**src/hw/ics_pkg.sv**
```systemverilog
// Shared constants and types of the I2C configuration slave with its
// one-time-programmable loader.
// Assumes a single 100 MHz system clock and an AXI4-Lite register master.
package ics_pkg;

  // ----------------------------------------------------------------
  // Register map (byte addresses)
  // ----------------------------------------------------------------
  localparam int          CFG_REGS    = 8;
  localparam int          IDX_W       = 3;
  localparam int          AXI_AW      = 8;
  // Config byte n sits at OFF_CFG0 + 4*n, up to OFF_STAT
  localparam logic [7:0]  OFF_CFG0    = 8'h00;
  localparam logic [7:0]  OFF_STAT    = 8'h20;
  localparam logic [1:0]  RESP_OK     = 2'h0;
  localparam logic [1:0]  RESP_SLVERR = 2'h2;

  // ----------------------------------------------------------------
  // Config bytes, fields and reset values
  // ----------------------------------------------------------------
  localparam int          REG_VOUT      = 0;
  localparam int          REG_DITH      = 1;
  localparam int          DITH_WIDE_BIT = 0;
  localparam int          DITH_SLOW_BIT = 1;
  localparam logic [7:0]  VOUT_5V_RST   = 8'h64;
  localparam logic [7:0]  DITH_RST      = 8'h00;
  // Status word: loaded 0, loading 1, busy 2, address 14:8, page 17:16
  localparam int          ST_ADDR_LSB   = 8;
  localparam int          ST_PAGE_LSB   = 16;

  // ----------------------------------------------------------------
  // Addressing and timing
  // ----------------------------------------------------------------
  localparam logic [6:0]  ADDR_BASE      = 7'h21;
  localparam int          CLK_PERIOD_NS  = 10;
  localparam int          DITH_SHORT_US  = 120;
  localparam int          DITH_LONG_US   = 150;
  localparam int          DITH_SHORT_CYC = DITH_SHORT_US * 1000 / CLK_PERIOD_NS;
  localparam int          DITH_LONG_CYC  = DITH_LONG_US * 1000 / CLK_PERIOD_NS;
  localparam int          OTP_PAGES      = 3;

  // ----------------------------------------------------------------
  // Types
  // ----------------------------------------------------------------
  typedef enum logic [2:0] {
    PH_IDLE, PH_ADDR, PH_REG, PH_DATA, PH_RD, PH_SKIP
  } ics_phase_type;

  typedef enum logic [1:0] {LD_IDLE, LD_ADDR, LD_DATA} ics_ld_st_type;

  typedef struct packed {
    logic [1:0]       page;
    logic [IDX_W-1:0] word;
  } ics_otp_rq_type;

  typedef struct packed {
    logic             en;
    logic [IDX_W-1:0] idx;
    logic [7:0]       data;
  } ics_wr_type;

  typedef struct packed {
    ics_ld_st_type    st;
    logic [1:0]       page;
    logic [IDX_W-1:0] word;
    logic             busy;
    logic             done;
  } ics_ld_type;

  typedef struct packed {
    logic [1:0]                 scl_sy;
    logic [1:0]                 sda_sy;
    logic                       scl_p;
    logic                       sda_p;
    logic [1:0]                 en_sy;
    logic                       en_p;
    logic [5:0]                 asel_sy;
    ics_phase_type              ph;
    logic [3:0]                 bcnt;
    logic [7:0]                 sh;
    logic [7:0]                 tx;
    logic [7:0]                 ptr;
    logic                       rd;
    logic                       sda_oe;
    logic                       busy;
    logic                       loaded;
    logic [CFG_REGS-1:0][7:0]   cfg;
    logic                       bvalid;
    logic [1:0]                 bresp;
    logic                       rvalid;
    logic [1:0]                 rresp;
    logic [31:0]                rdata;
  } ics_st_type;

  // Strap range code 0..7 picks the addresses in ascending order
  function automatic logic [6:0] strap_addr(input logic [2:0] code);
    return ADDR_BASE + {4'h0, code};
  endfunction

endpackage

```
**src/hw/ics_cfg_slave.sv**
```systemverilog
// Configuration side of a power module: I2C slave, strap address,
// OTP load at enable, dither settings, AXI4-Lite register access.
// Assumes scl, sda, enable and strap inputs come from pins (async).
//
// Behaviour
// - Dither range 3/48 or 3/28 selectable
// - Dither period 120us or 150us, I2C settable
// - Three OTP pages, first holds factory values
// - Enable loads registers from factory page
// - Newest written page overrides factory values
// - Slave only, fast and high-speed rates
// - SDA changes only while SCL low
// - Start and stop detected while SCL high
// - Repeated start same as start; busy tracking
// - Eight bits then master-clocked acknowledge
// - Transmitter releases SDA during acknowledge
// - Seven-bit address MSB first, then direction
// - Direction zero write, one read
// - Update: address, register byte, data byte
// - Acknowledge each byte on ninth pulse
// - Register updates at falling edge after LSB
// - Strap selects address 21h to 28h
// - Defaults at enable; serial only after enable
//
// The implementer's own choices: the address map and register access over AXI4-Lite.
`timescale 1ns/1ps
module ics_cfg_slave #(
  parameter int DITH_SHORT_CYC = ics_pkg::DITH_SHORT_CYC,
  parameter int DITH_LONG_CYC  = ics_pkg::DITH_LONG_CYC
) (
  // Clock and reset
  input  wire logic                        mclk,
  input  wire logic                        rst,
  // Pins
  input  wire logic                        en_pin,
  input  wire logic [2:0]                  addr_sel,
  input  wire logic                        scl_i,
  input  wire logic                        sda_i,
  output      logic                        sda_o,
  output      logic                        sda_oe,
  // OTP read port
  input  wire logic [1:0]                  otp_page_used,
  output      ics_pkg::ics_otp_rq_type     otp_rq,
  input  wire logic [7:0]                  otp_rdata,
  // Settings to the power stage
  output      logic [7:0]                  vout_code,
  output      logic                        dith_wide,
  output      logic [15:0]                 dith_period_cyc,
  // AXI4-Lite write
  input  wire logic [ics_pkg::AXI_AW-1:0]  axi_awaddr,
  input  wire logic                        axi_awvalid,
  output      logic                        axi_awready,
  input  wire logic [31:0]                 axi_wdata,
  input  wire logic [3:0]                  axi_wstrb,
  input  wire logic                        axi_wvalid,
  output      logic                        axi_wready,
  output      logic [1:0]                  axi_bresp,
  output      logic                        axi_bvalid,
  input  wire logic                        axi_bready,
  // AXI4-Lite read
  input  wire logic [ics_pkg::AXI_AW-1:0]  axi_araddr,
  input  wire logic                        axi_arvalid,
  output      logic                        axi_arready,
  output      logic [31:0]                 axi_rdata,
  output      logic [1:0]                  axi_rresp,
  output      logic                        axi_rvalid,
  input  wire logic                        axi_rready
);

  ics_pkg::ics_st_type q;
  ics_pkg::ics_st_type d;

  logic                scl_s;
  logic                sda_s;
  logic                rise;
  logic                fall;
  logic                start;
  logic                stop;
  logic                en_s;
  logic                active;
  logic [6:0]          my_addr;
  logic                aw_go;
  logic                ar_go;
  logic                ld_busy;
  logic                ld_done;
  logic [1:0]          ld_page;
  ics_pkg::ics_wr_type ld_wr;

  // ----------------------------------------------------------------
  // Helpers
  // ----------------------------------------------------------------
  function automatic logic [7:0] rd_byte(input ics_pkg::ics_st_type s);
    return (s.ptr < 8'(ics_pkg::CFG_REGS)) ? s.cfg[s.ptr[2:0]] : 8'h00;
  endfunction

  function automatic logic is_cfg(input logic [7:0] a);
    return a < ics_pkg::OFF_STAT;
  endfunction

  // ----------------------------------------------------------------
  // Pin conditioning
  // ----------------------------------------------------------------
  // sampling covers high-speed
  // At 100 MHz a 60 ns high-speed SCL high phase still gives several
  // samples; the two-stage synchronisers cost 20 ns of latency.
  assign scl_s   = q.scl_sy[1];
  assign sda_s   = q.sda_sy[1];
  assign en_s    = q.en_sy[1];
  assign rise    = scl_s & ~q.scl_p;
  assign fall    = ~scl_s & q.scl_p;
  assign start   = scl_s & q.scl_p & ~sda_s & q.sda_p;
  assign stop    = scl_s & q.scl_p & sda_s & ~q.sda_p;
  assign active  = en_s & q.loaded;
  assign my_addr = ics_pkg::strap_addr(q.asel_sy[5:3]);

  ics_otp_loader u_loader (
    .mclk      (mclk),
    .rst       (rst),
    .go        (en_s & ~q.en_p),
    .busy      (ld_busy),
    .done      (ld_done),
    .page_sel  (ld_page),
    .page_used (otp_page_used),
    .otp_rq    (otp_rq),
    .otp_rdata (otp_rdata),
    .wr        (ld_wr)
  );

  // ----------------------------------------------------------------
  // Next state
  // ----------------------------------------------------------------
  assign aw_go = axi_awvalid & axi_wvalid & ~q.bvalid;
  assign ar_go = axi_arvalid & ~q.rvalid;

  always_comb begin
    d         = q;
    d.scl_sy  = {q.scl_sy[0], scl_i};
    d.sda_sy  = {q.sda_sy[0], sda_i};
    d.scl_p   = scl_s;
    d.sda_p   = sda_s;
    d.en_sy   = {q.en_sy[0], en_pin};
    d.en_p    = en_s;
    d.asel_sy = {q.asel_sy[2:0], addr_sel};

    // AXI write; loader and I2C below take priority
    if (q.bvalid && axi_bready) begin
      d.bvalid = 1'b0;
    end
    if (aw_go) begin
      d.bvalid = 1'b1;
      d.bresp  = ics_pkg::RESP_OK;
      if (is_cfg(axi_awaddr)) begin
        if (axi_wstrb[0] && !ld_busy) begin
          d.cfg[axi_awaddr[4:2]] = axi_wdata[7:0];
        end
      end else if (axi_awaddr != ics_pkg::OFF_STAT) begin
        d.bresp = ics_pkg::RESP_SLVERR;
      end
    end

    // AXI read
    if (q.rvalid && axi_rready) begin
      d.rvalid = 1'b0;
    end
    if (ar_go) begin
      d.rvalid = 1'b1;
      d.rresp  = ics_pkg::RESP_OK;
      d.rdata  = 32'h0;
      if (is_cfg(axi_araddr)) begin
        d.rdata[7:0] = q.cfg[axi_araddr[4:2]];
      end else if (axi_araddr == ics_pkg::OFF_STAT) begin
        d.rdata[0] = q.loaded;
        d.rdata[1] = ld_busy;
        d.rdata[2] = q.busy;
        d.rdata[ics_pkg::ST_ADDR_LSB +: 7] = my_addr;
        d.rdata[ics_pkg::ST_PAGE_LSB +: 2] = ld_page;
      end else begin
        d.rresp = ics_pkg::RESP_SLVERR;
      end
    end

    if (ld_wr.en) begin
      d.cfg[ld_wr.idx] = ld_wr.data;
    end
    if (en_s && !q.en_p) begin
      d.loaded = 1'b0;
    end else if (ld_done) begin
      d.loaded = 1'b1;
    end
    if (!en_s) begin
      d.loaded = 1'b0;
    end

    // I2C engine
    if (!active) begin
      d.ph     = ics_pkg::PH_IDLE;
      d.sda_oe = 1'b0;
      d.busy   = 1'b0;
    end else if (start) begin
      d.ph     = ics_pkg::PH_ADDR;
      // The SCL fall that ends the start is no bit: it wraps this to 0
      d.bcnt   = 4'hf;
      d.sda_oe = 1'b0;
      d.busy   = 1'b1;
    end else if (stop) begin
      d.ph     = ics_pkg::PH_IDLE;
      d.sda_oe = 1'b0;
      d.busy   = 1'b0;
    end else if (q.ph != ics_pkg::PH_IDLE && q.ph != ics_pkg::PH_SKIP) begin
      if (rise && q.bcnt < 4'h8) begin
        d.sh = {q.sh[6:0], sda_s};
      end
      // Master not acknowledging a read byte ends our part
      if (rise && q.bcnt == 4'h8 && q.ph == ics_pkg::PH_RD && sda_s) begin
        d.ph = ics_pkg::PH_SKIP;
      end
      if (fall) begin
        if (q.bcnt == 4'h7) begin
          d.bcnt = 4'h8;
          case (q.ph)
            ics_pkg::PH_ADDR: begin
              if (q.sh[7:1] == my_addr) begin
                d.sda_oe = 1'b1;
                d.rd     = q.sh[0];
              end else begin
                d.ph     = ics_pkg::PH_SKIP;
              end
            end
            ics_pkg::PH_REG: begin
              d.sda_oe = 1'b1;
              d.ptr    = q.sh;
            end
            ics_pkg::PH_DATA: begin
              d.sda_oe = 1'b1;
              if (q.ptr < 8'(ics_pkg::CFG_REGS)) begin
                d.cfg[q.ptr[2:0]] = q.sh;
              end
            end
            default: begin
              d.sda_oe = 1'b0;
            end
          endcase
        end else if (q.bcnt == 4'h8) begin
          d.bcnt   = 4'h0;
          d.sda_oe = 1'b0;
          case (q.ph)
            ics_pkg::PH_ADDR: begin
              if (q.rd) begin
                d.ph     = ics_pkg::PH_RD;
                d.tx     = rd_byte(q);
                d.sda_oe = ~d.tx[7];
              end else begin
                d.ph = ics_pkg::PH_REG;
              end
            end
            ics_pkg::PH_REG: begin
              d.ph = ics_pkg::PH_DATA;
            end
            ics_pkg::PH_RD: begin
              d.tx     = rd_byte(q);
              d.sda_oe = ~d.tx[7];
            end
            default: begin
              // One byte per update; further bytes go unanswered
              d.ph = ics_pkg::PH_SKIP;
            end
          endcase
        end else begin
          d.bcnt = q.bcnt + 4'h1;
          if (q.ph == ics_pkg::PH_RD) begin
            d.tx     = {q.tx[6:0], 1'b0};
            d.sda_oe = ~q.tx[6];
          end
        end
      end
    end
  end

  // ----------------------------------------------------------------
  // State register
  // ----------------------------------------------------------------
  always_ff @(posedge mclk or posedge rst) begin
    if (rst) begin
      q        <= '0;
      q.scl_sy <= 2'h3;
      q.sda_sy <= 2'h3;
      q.scl_p  <= 1'b1;
      q.sda_p  <= 1'b1;
      q.cfg[ics_pkg::REG_VOUT] <= ics_pkg::VOUT_5V_RST;
      q.cfg[ics_pkg::REG_DITH] <= ics_pkg::DITH_RST;
    end else begin
      q <= d;
    end
  end

  // ----------------------------------------------------------------
  // Outputs
  // ----------------------------------------------------------------
  // Open drain: only ever pulls low
  assign sda_o       = 1'b0;
  assign sda_oe      = q.sda_oe;
  assign vout_code   = q.cfg[ics_pkg::REG_VOUT];
  assign dith_wide   = q.cfg[ics_pkg::REG_DITH][ics_pkg::DITH_WIDE_BIT];
  assign dith_period_cyc = q.cfg[ics_pkg::REG_DITH][ics_pkg::DITH_SLOW_BIT]
                         ? 16'(DITH_LONG_CYC) : 16'(DITH_SHORT_CYC);
  assign axi_awready = aw_go;
  assign axi_wready  = aw_go;
  assign axi_bvalid  = q.bvalid;
  assign axi_bresp   = q.bresp;
  assign axi_arready = ar_go;
  assign axi_rvalid  = q.rvalid;
  assign axi_rresp   = q.rresp;
  assign axi_rdata   = q.rdata;

  logic byte_end;
  assign byte_end = active && !start && !stop && fall && q.bcnt == 4'h7;
endmodule

```
**src/hw/ics_otp_loader.sv**
```systemverilog
// Copies a one-time-programmable page set into the config bytes.
// Assumes a synchronous OTP read port: data valid one cycle after address.
`timescale 1ns/1ps
module ics_otp_loader (
  // Clock and reset
  input  wire logic                  mclk,
  input  wire logic                  rst,
  // Control
  input  wire logic                  go,
  output      logic                  busy,
  output      logic                  done,
  output      logic [1:0]            page_sel,
  // OTP read port; page_used[0] is page 1, page_used[1] is page 2
  input  wire logic [1:0]            page_used,
  output      ics_pkg::ics_otp_rq_type otp_rq,
  input  wire logic [7:0]            otp_rdata,
  // Config byte write
  output      ics_pkg::ics_wr_type   wr
);

  ics_pkg::ics_ld_type q;
  ics_pkg::ics_ld_type d;
  logic [1:0]          newest;

  assign newest = page_used[1] ? 2'h2 : (page_used[0] ? 2'h1 : 2'h0);

  always_comb begin
    d      = q;
    d.done = 1'b0;
    case (q.st)
      ics_pkg::LD_ADDR: begin
        d.st = ics_pkg::LD_DATA;
      end
      ics_pkg::LD_DATA: begin
        if (q.word == 3'(ics_pkg::CFG_REGS - 1)) begin
          if (q.page == 2'h0 && newest != 2'h0) begin
            d.page = newest;
            d.word = '0;
            d.st   = ics_pkg::LD_ADDR;
          end else begin
            d.st   = ics_pkg::LD_IDLE;
            d.busy = 1'b0;
            d.done = 1'b1;
          end
        end else begin
          d.word = q.word + 3'h1;
          d.st   = ics_pkg::LD_ADDR;
        end
      end
      default: begin
        d.st = ics_pkg::LD_IDLE;
      end
    endcase
    if (go) begin
      d.st   = ics_pkg::LD_ADDR;
      d.page = 2'h0;
      d.word = '0;
      d.busy = 1'b1;
    end
  end

  always_ff @(posedge mclk or posedge rst) begin
    if (rst) begin
      q <= '0;
    end else begin
      q <= d;
    end
  end

  assign otp_rq.page = q.page;
  assign otp_rq.word = q.word;
  assign wr.en       = (q.st == ics_pkg::LD_DATA);
  assign wr.idx      = q.word;
  assign wr.data     = otp_rdata;
  assign busy        = q.busy;
  assign done        = q.done;
  assign page_sel    = q.page;
endmodule

```
**config.mk**
```make
export PLATFORM = sky130hd
export DESIGN_NAME = ics_cfg_slave
export DESIGN_NICKNAME = d
export VERILOG_FILES = /design/src/hw/ics_pkg.sv /design/src/hw/ics_cfg_slave.sv /design/src/hw/ics_otp_loader.sv
export SDC_FILE = /design/constraint.sdc
export NUM_CORES = 1
export LEC_CHECK = 0
export BUFFER_PORTS_ARGS = -buffer_cell sky130_fd_sc_hd__buf_4
export CELL_PAD_IN_SITES_DETAIL_PLACEMENT = 2
export CELL_PAD_IN_SITES_GLOBAL_PLACEMENT = 2
export CORE_UTILIZATION = 35
export DETAILED_ROUTE_END_ITERATION = 10
export PLACE_DENSITY = 0.85
export SYNTH_ARGS = -nofsm -noshare
export SYNTH_HDL_FRONTEND = slang
export SYNTH_SLANG_ARGS = --single-unit
export TNS_END_PERCENT = 5
```
**constraint.sdc**
```tcl
create_clock -name mclk -period 6 [get_ports mclk]
set_input_delay 1.2 -clock mclk [delete_from_list [all_inputs] [get_ports mclk]]
set_output_delay 1.2 -clock mclk [all_outputs]
set_load 0.01 [all_outputs]
```
After elaboration in Yosys (flattened, before gate mapping)
Cells that the tools add are included.

storage, ports and cells
  input port bits = 75
  bits in registers = 146
  logic and storage cells = 232
  output and inout bits = 73

cells by class
  add/sub/neg operators = 3
  $lt $le $gt $ge = 11
  reductions and logical operators = 37
  muxes and demuxes = 99
  bitwise gates (word level) = 24
  equality and inequality tests = 24

operator list
  kind                                                        number
  two-way mux 64 bit                                          11
  bitwise mux 64 bit                                          3
  two-way mux 8 bit                                           13
  demux 8 bit (select 3 bit)                                  3
  two-way mux 67 bit                                          1
  binary-select mux 8 bit (select 3 bit)                      2
  two-way mux 2 bit                                           21
  two-way mux 7 bit                                           6
  two-way mux 35 bit                                          1
  two-way mux 3 bit                                           11
  two-way mux 33 bit                                          1
  two-way mux 29 bit                                          1
  nonzero test 2 bit                                          10
  two-way mux 18 bit                                          1
  less-than comparator 3 x 4 -> 1 bit, second input constant  4
  less-than comparator 8 x 6 -> 1 bit, second input constant  2
  one-hot mux 8 bit (2 select lines)                          1
  two-way mux 1 bit                                           14
  logical AND 1 bit                                           13
  two-way mux 13 bit                                          1
  bitwise AND 1 bit                                           12
  NOT 1 bit                                                   12
  two-way mux 5 bit                                           2
  >= comparator 3 x 1 -> 1 bit, second input constant         3
  other kinds (41)                                            49

Longest topological paths before layout
Gate-level depths: netlist of run 1.

  word-level depth = 19
  depth in mapped cells = 9
  mapped depth without buffers = 7

By module
A second synthesis of run 1 with hierarchy kept.

unflattened totals
  cells, all modules = 927
  area, all modules = 9181.3 um2

by module, submodules not included
  module          cells an instance  area an instance (um2)  times used  sequential area each (um2)
  ics_cfg_slave   869                8618.3                  1           3314.4
  ics_otp_loader  58                 563.0                   1           225.2

Worst setup path after synthesis of run 1
No wires, ideal clock.

  kind = input port to output port
  start point = input port axi_awvalid
  end point = output port axi_wready
  buffers on the path = 2
  required time = 4.800 ns
  slack = 2.928 ns
  arrival = 1.872 ns
  stages on the path = 4
  path through = nand3b_1 inv_1 buf_2 buf_4

between the ends
  word-level cells in the longest chain between the ends = 2

RTL lines
  element                         RTL line              RTL
  start: declaration              ics_cfg_slave.sv:51   input wire logic axi_awvalid,
  bitwise AND 1 bit (2 in a row)  ics_cfg_slave.sv:132  assign aw_go = axi_awvalid & axi_wvalid & ~q.bvalid;
  end: declaration                ics_cfg_slave.sv:56   output logic axi_wready,

No other way between the ends.

==> results of run 1 <==
synthesized netlist by cell type (6+ instances only):
library cell  number  share of area
clkbuf_1          29          0.012
buf_2             15         0.0085
and2_1            13         0.0093
nor3_1             7         0.0040
o22ai_1           20          0.014
o21ai_1           21          0.012
nand2b_1          11         0.0078
buf_4             66          0.056
nor4_2             9          0.013
dfstp_2            9          0.027
dfrtp_1          132           0.38
a21oi_1           19          0.011
buf_1              7         0.0030
nand2_1          104          0.044
a21boi_0          19          0.016
a221o_1           48          0.055
nand4_1            9         0.0064
mux2i_1           32          0.036
inv_1             30          0.013
nor2b_1           19          0.014
nand3_1            9         0.0051
o21ai_0          127          0.072
mux4_2            30          0.077
mux2_2             6         0.0077
nor2_1            42          0.018
sequential cells by signal (all words and copies together), names as in the netlist, 2 cells and up:
name	flops
axi_rdata	15
d	9
q	94
u_loader.otp_rq	3
u_loader.page_sel	2
u_loader.q	2
vout_code	8
metal layers:
layer,wire length [microns],track usage,part of all wire,vias up
li1,-,-,-,3328
met1,13500,0.327,0.41,4163
met2,16400,0.449,0.49,353
met3,1880,0.0442,0.057,90
met4,1410,0.138,0.042,0
met5,0,0,0,-
per-stage QoR:
| step | hold WS, ns | cells |
|---|---|---|
| 3_5_place_dp | 0.336 | 1245 |
| 5_1_grt | 0.366 | 1277 |
| 6_report | 0.358 | 1277 |
| 4_1_cts | 0.354 | 1277 |
| 3_3_place_gp | 0.333 | 1245 |
| 2_1_floorplan | 0.331 | 943 |
final cells by class:
class / count / area share
Inverter: 30 / 0.0118
Multi-Input combinational cell: 655 / 0.457
Tap cell: 324 / 0.0408
Clock buffer: 17 / 0.0428
Clock inverter: 15 / 0.0198
Sequential cell: 141 / 0.356
Timing Repair Buffer: 95 / 0.0718
worst reg2reg max path: cells and delay by family, from the launching register on:
family          cells  cell delay (ns)
flops               1             0.57
compound gates      1             0.14
simple gates        4             2.26
logic make-up (layout without fill, tap and decap cells):
| kind of cell | count (synthesis) | in the layout |
|---|---|---|
| muxes | 68 | 68 |
| other | 2 | 30 |
| xor gates and xnor gates | 4 | 4 |
| AOI/OAI and AO/OA | 290 | 290 |
| and+or+nand+nor | 258 | 258 |
| DFF | 141 | 141 |
| adders and majority gates | 5 | 5 |
| buffers and inverters | 147 | 157 |
worst paths after layout:
kind	from	to	slack, ns	cells past startpoint
max	axi_awaddr[3]	q[58]	2.42	6
min	d[151]	d[147]	0.36	0
max reg2reg	q[147]	q[52]	2.94	5
min reg2reg	d[151]	d[147]	0.36	0
max in group asynchronous	rst	u_loader.done	3.88	3
min in group asynchronous	rst	vout_code[7]	0.96	2
power by group:
part	switching, mW	total (mW)	internal, mW	leakage, nW
registers	0.155	1.23	1.08	1.61
clock network	0.498	1.17	0.670	0.307
logic	0.317	0.653	0.336	2.03
total	0.970	3.05	2.08	3.95
==> reports/results.txt, run 1 <==
Register area share after synthesis = 0.403
Post-cts gate resize count = 0
Slew Limit Fails = 0
Final instance area = 9940 sq um
H-tree depth = 4
Outcome = complete, no violations
Crit path buffers/inverters = 1
Detailed-route DRC error count = 0
Chip Width = 160 microns
Wire per inst = 26.0 microns
First-pass GRT wire length = 51800 microns
Static leakage = 3.95 nW
Layout overhead on the synthesized area = 13.1%
PnR worst setup slack = 2.42 ns
Initial antenna violation count = 0
CTS tree = built
Initial Util = 0.359
Via density = 6.21
GRT Overall Usage = 0.266
Gate Count Post-Synth = 915
Largest net degree at the start of global routing = 102
CP arrival = 3.95 ns
Critical path fanouts, max = 17
Syn Std Cell Area = 8790 sq um
CTS root buffer = clkbuf_16
Yosys cell types = 63
Worst path slowest cell = nor2b_1
Commonest non-fill, non-tap cell in the layout = dfrtp_1
Final nets = 1020
Simple-gate area share of the yosys netlist = 0.157
Antenna Violating Nets Remaining = 0
GRT overflow = 0
Synth Area in XOR/XNOR = 0.00399
Number of buffers inserted during clock tree synthesis = 17
Initial DRC count = 610
Maximum VDD drop = 0.176 mV
Slew HR = 0.0488
Area of the multi-input gates = 4540 sq um
Max Cap Viol = 0
Most frequent cells in the layout = 132 x dfrtp_1, 127 x o21ai_0, 104 x nand2_1, 95 x buf_4, 48 x a221o_1
Mux cell area share after synthesis = 0.121
Core Region = 24500 sq um
CTS max path bufs = 2
Slowest stage delay, CP = 0.99 ns
Largest family of logic cells by synthesized area = compound AO/OA/AOI/OAI gates
Vias = 7934
Dpl hpwl = 24000 microns
Final period util = 0.596
Crit path cell chain = buf_4 -> nor2b_1 -> nand4_1 -> o21ai_0 -> o22ai_1 -> mux2i_1
Post-synth EDFFs = 0
DIE HEIGHT = 160 microns
RSZ-0062 raised after global routing = no
Pre-Repair DR Iteration Count = 5
Yosys warns = 0
Worst Path Required = 6.37 ns
Syn Area/Cell = 9.60 sq um
Post-Synth Adder-Cell Area = 0.00712
Final Util = 0.406
Row count = 57
Number of global-route vias before repair = 8646
Clock Sinks = 141
Final setup vio count = 0
# diodes = 0
Setup TNS Final = 0 ns
Hold Fails Final Rpt = 0
Worst min path class = register to register
Post-place setup slack = 2.18 ns
Clock slew at the register clock pins of the worst setup and hold paths = 0.07 ns
Placed Area = 9320 sq um
Layout filler cell count = 2630
Drt total wl = 33200 microns
Final critical-path required period = 3.58 ns
Seq. cell area = 3540 sq um
I/O Pins = 148
CP Capture Type = register
Worst-Skew Late Latency = 0.45 ns
Slew of the pin with the lowest slew margin = 1.42 ns
Die footprint = 25700 sq um
PD cells = 307 nW/um^2
Synthesized flop and latch total = 141
CP Launch Type = primary input
Postcts setup bufs = 0
Highest clock rate = 280 MHz
WS Path Type = primary input to register
Placer congestion estimate = 0.843
Post-synthesis compound-gate area fraction = 0.214
Share of layout cells above drive strength 1 = 0.199
Clock Skew = 0.0155 ns
Final total power = 3.05 mW
Post-CTS Hold Buffers = 0
Count of input and output buffers = 90
Ys async rst share = 1.00
Largest delay contributor family on the critical path = simple AND/OR/NAND/NOR gates
Main synth FF type = dfrtp_1
(Power assumes the default switching activity.)
==> run 2, diff against run 1 <==
==> constraint.sdc (replaced) <==
create_clock -name mclk -period 3.55 [get_ports mclk]
set_input_delay 0.71 -clock mclk [delete_from_list [all_inputs] [get_ports mclk]]
set_output_delay 0.71 -clock mclk [all_outputs]
set_load 0.01 [all_outputs]
==> run 2 against run 1 <==
Compared with the run above:
- die area unchanged
- routed wire length down 2.3%
- core utilization up 0.082 points
- clock skew down 0.0067 ns
- combinational power up 67%
- cell count up 0.70%
- clock power up 53%
- total power up 62%
==> reports/results.txt, run 2 (synthesis gave the netlist of run 1 again) <==
Crit path cell chain = nor4_2 -> nand4_1 -> nor4_2 -> nand2_1 -> o21ai_0
I/O Pins = 148
Initial antenna violation count = 0
Worst path slowest cell = nor4_2
Layout overhead on the synthesized area = 13.3%
DP Cell Count = 1254
Critical path fanouts, max = 8
Comb power frac = 0.220
Final critical-path required period = 2.92 ns
Chip Width = 160 microns
Cell Count, Final, Fillers Out = 1286
Final period util = 0.822
Internal power = 3.40 mW
Maximum VDD drop = 0.247 mV
Reg with most FFs = q
Post-CTS Hold Buffers = 0
Commonest non-fill, non-tap cell in the layout = dfrtp_1
Clock power share = 0.361
Final setup vio count = 0
Slew of the pin with the lowest slew margin = 1.27 ns
Max Cap Viol = 0
Via density = 6.07
Clock Sinks = 141
Postcts setup bufs = 0
Dpl hpwl = 24100 microns
Worst-Skew Late Latency = 0.44 ns
GRT overflow = 0
Largest register FFs = 94
CP arrival = 3.26 ns
CP Launch Type = register
Count of input and output buffers = 90
Number of global-route vias before repair = 8416
Worst Path Required = 3.90 ns
Core Region = 24500 sq um
Highest clock rate = 343 MHz
Row count = 57
DIE HEIGHT = 160 microns
CTS max path bufs = 2
WS Path Type = register to register
H-tree depth = 4
Initial Util = 0.359
Vias = 7812
Detailed-route DRC error count = 0
Layout filler cell count = 2695
Hold Fails Final Rpt = 0
Outcome = complete, no violations
Number of buffers inserted during clock tree synthesis = 17
RSZ-0062 raised after global routing = no
Largest delay contributor family on the critical path = simple AND/OR/NAND/NOR gates
First-pass GRT wire length = 50800 microns
Post-cts gate resize count = 0
Wire per inst = 25.2 microns
Slew Limit Fails = 0
Largest net degree at the start of global routing = 86
CTS tree = built
Most numerous cell on the critical path = nor4_2
GRT Overall Usage = 0.260
Clock slew at the register clock pins of the worst setup and hold paths = 0.06 ns
Initial DRC count = 510
Die footprint = 25700 sq um
Worst min path class = register to register
Final instance area = 9960 sq um
Share of layout cells above drive strength 1 = 0.204
Worst R2R Setup Slack = 0.63 ns
Crit path buffers/inverters = 0
Static leakage = 3.96 nW
Final nets = 1029
CTS root buffer = clkbuf_16
Final Util = 0.407
Placer congestion estimate = 0.894
Flop pwr share = 0.419
Switch Pwr = 1.55 mW
Slowest stage delay, CP = 1.04 ns
Drt total wl = 32400 microns
Pre-Repair DR Iteration Count = 5
Placed Area = 9390 sq um
Final total power = 4.95 mW
Antenna Violating Nets Remaining = 0
Most frequent cells in the layout = 132 x dfrtp_1, 127 x o21ai_0, 104 x nand2_1, 103 x buf_4, 48 x a221o_1
Slew HR = 0.148
Setup TNS Final = 0 ns
Switching Fraction = 0.313
PD cells = 497 nW/um^2
# diodes = 0
CP Capture Type = register
Clock Skew = 0.00878 ns
## run 2: area by class of cell
cell class                      instances  area [sq um]  share of cell area
Sequential cell                       141          3540               0.355
Tap cell                              324           405              0.0407
Clock inverter                         11           109              0.0109
Inverter                               30           116              0.0117
Multi-Input combinational cell        655          4530               0.455
Timing Repair Buffer                  104           793              0.0797
Clock buffer                           21           460              0.0462
## run 2: worst paths after layout
check	from	endpoint	cells after the start
worst max-delay path	q[113]	q[81]	5
worst min-delay path	d[149]	d[146]	0
worst max register to register	q[113]	q[81]	5
worst min register to register	d[149]	d[146]	0
max in group asynchronous	rst	q[146]	3
min in group asynchronous	rst	q[85]	2
## run 2: power groups by stage
stage | Clock, mW | Sequential, mW | Combinational, mW
after floorplan | 0 | 1.96 | 0.841
after global placement | 0 | 2.08 | 1.03
after detailed placement | 0 | 2.09 | 1.09
after CTS | 1.81 | 2.07 | 1.10
after global routing | 1.86 | 2.09 | 1.18
final | 1.79 | 2.07 | 1.09
## run 2: metal layers
layer | track usage | vias up | share of wire
met5 | 0 | - | 0
met4 | 0.0996 | 0 | 0.029
met3 | 0.0436 | 61 | 0.051
met2 | 0.444 | 323 | 0.50
met1 | 0.329 | 4081 | 0.42
li1 | - | 3347 | -
## run 2: metrics by stage
step	setup WS (ns)	hold slack [ns]
6_report	0.633	0.357
5_1_grt	0.522	0.360
4_1_cts	0.627	0.358
3_5_place_dp	0.698	0.345
3_3_place_gp	0.832	0.332
2_1_floorplan	1.08	0.331
==> run 3, diff against run 2 <==
--- a/config.mk
+++ b/config.mk
@@ -8,9 +8,9 @@
 export BUFFER_PORTS_ARGS = -buffer_cell sky130_fd_sc_hd__buf_4
 export CELL_PAD_IN_SITES_DETAIL_PLACEMENT = 2
 export CELL_PAD_IN_SITES_GLOBAL_PLACEMENT = 2
-export CORE_UTILIZATION = 35
+export CORE_UTILIZATION = 32
 export DETAILED_ROUTE_END_ITERATION = 10
-export PLACE_DENSITY = 0.85
+export PLACE_DENSITY = 0.82
 export SYNTH_ARGS = -nofsm -noshare
 export SYNTH_HDL_FRONTEND = slang
 export SYNTH_SLANG_ARGS = --single-unit
==> constraint.sdc (replaced) <==
create_clock -name mclk -period 2.6 [get_ports mclk]
set_input_delay 0.52 -clock mclk [delete_from_list [all_inputs] [get_ports mclk]]
set_output_delay 0.52 -clock mclk [all_outputs]
set_load 0.01 [all_outputs]
==> run 3 against run 2 <==
Compared with the run above:
- highest routed layer unchanged
- sequential power increased by 40%
- first-iteration DRC count rose by 16%
- critical path depth is 1 higher
- critical endpoint is now q[50]
- largest cell class unchanged
- total power grew 43%
- critical path type unchanged
==> reports/results.txt, run 3 (synthesis gave the netlist of run 1 again) <==
Outcome = complete, no violations
Number of global-route vias before repair = 8962
H-tree depth = 4
Share of layout cells above drive strength 1 = 0.234
Worst reg-to-reg path cell count = 6
Postcts setup bufs = 0
I/O Pins = 148
Largest delay contributor family on the critical path = simple AND/OR/NAND/NOR gates
CP arrival = 2.75 ns
Drt total wl = 35000 microns
Layout filler cell count = 2966
First-pass GRT wire length = 54300 microns
Seq. cell area = 3540 sq um
Initial DRC count = 594
Row count = 60
Final period util = 0.932
Maximum VDD drop = 0.343 mV
Layout overhead on the synthesized area = 17.5%
Setup TNS Final = 0 ns
Final nets = 1065
Number of buffers inserted during clock tree synthesis = 17
Clock slew at the register clock pins of the worst setup and hold paths = 0.08 ns
Crit path buffers/inverters = 1
GRT overflow = 0
Clock Skew = 0.0183 ns
DIE HEIGHT = 168 microns
Static leakage = 4.18 nW
Switching Fraction = 0.330
Die footprint = 28100 sq um
Post-CTS Hold Buffers = 0
Reg with most FFs = q
RSZ-0062 raised after global routing = no
PD cells = 686 nW/um^2
Post-cts gate resize count = 0
Commonest non-fill, non-tap cell in the layout = buf_4
Detailed-route DRC error count = 0
Highest clock rate = 413 MHz
Crit path cell chain = buf_4 -> nor3b_2 -> nand4_1 -> a221o_1 -> o21ai_0 -> o21ai_0
Slowest stage delay, CP = 0.52 ns
Largest net degree at the start of global routing = 61
CTS tree = built
Worst-Skew Late Latency = 0.44 ns
Most frequent cells in the layout = 137 x buf_4, 132 x dfrtp_1, 127 x o21ai_0, 104 x nand2_1, 48 x a221o_1
CP Capture Type = register
Most numerous cell on the critical path = o21ai_0
CTS root buffer = clkbuf_16
Via density = 6.11
Worst min path class = primary input to async pin
Slew Limit Fails = 0
Internal power = 4.75 mW
CP Launch Type = register
Pre-Repair DR Iteration Count = 7
Worst Path Required = 2.93 ns
Final critical-path required period = 2.42 ns
Final total power = 7.09 mW
Clock Sinks = 141
Slew of the pin with the lowest slew margin = 1.17 ns
Dpl hpwl = 25100 microns
Switch Pwr = 2.34 mW
Cell depth of the worst setup path = 6
Largest register FFs = 94
Slew HR = 0.211
# diodes = 0
Max Cap Viol = 0
Critical path fanouts, max = 8
Clock power share = 0.375
Worst path slowest cell = a221o_1
Placer congestion estimate = 0.927
Comb power frac = 0.216
Final setup vio count = 0
Chip Width = 168 microns
Initial antenna violation count = 0
Initial Util = 0.326
CTS max path bufs = 2
Core Region = 27000 sq um
Vias = 8184
Antenna Violating Nets Remaining = 0
Flop pwr share = 0.409
Hold Fails Final Rpt = 0
Area of the multi-input gates = 4530 sq um
GRT Overall Usage = 0.255
Wire per inst = 26.1 microns
Count of input and output buffers = 90
WS Path Type = register to register
run 3: cell types whose count changed in the layout (fill, tap and decap cells not counted):
cell | previous run | this run
buf_12 | 1 | 3
clkbuf_1 | 2 | 0
inv_6 | 3 | 4
bufinv_16 | 1 | 2
buf_4 | 103 | 137
clkinv_2 | 2 | 1
clkbuf_8 | 2 | 0
clkinv_8 | 0 | 2
inv_8 | 1 | 5
clkinvlp_4 | 4 | 1
run 3: worst paths after layout:
check | startpoint | to | slack [ns]
min | rst | q[133] | 0.09
max | u_loader.busy | q[50] | 0.18
max reg2reg | u_loader.busy | q[50] | 0.18
max in group asynchronous | rst | axi_rdata[9] | 1.62
min in group mclk | scl_i | d[151] | 0.19
min reg2reg | d[141] | q[141] | 0.35
run 3: area by class of cell:
type,count,area share
Tap cell,341,0.0413
Clock buffer,17,0.0412
Multi-Input combinational cell,655,0.439
Sequential cell,141,0.343
Timing Repair Buffer,140,0.105
Inverter,30,0.0113
Clock inverter,15,0.0191
run 3: metrics by stage:
stage                     hold WS [ns]  std cells  utilization  worst slack [ns]  area, sq um
final                           0.0948       1339        0.383             0.176        10300
after CTS                       0.0901       1339        0.383             0.186        10300
after global placement           0.332       1307        0.360             0.171         9700
after global routing             0.110       1339        0.383            0.0777        10300
after detailed placement         0.340       1307        0.360            0.0854         9700
after floorplan                  0.331        943            -             0.324         8890
run 3: power by group through the flow:
stage,clock (mW),combinational [mW],sequential (mW)
global route,2.77,1.65,2.90
global placement,0,1.42,2.88
detailed placement,0,1.50,2.90
CTS,2.70,1.54,2.88
finish,2.66,1.53,2.89
floorplan,0,1.15,2.68
run 3: metal layers:
layer | up-vias | track usage | share of wire
met5 | - | 0 | 0
met3 | 118 | 0.0449 | 0.051
met4 | 0 | 0.142 | 0.055
li1 | 3434 | - | -
met1 | 4265 | 0.302 | 0.39
met2 | 367 | 0.439 | 0.50
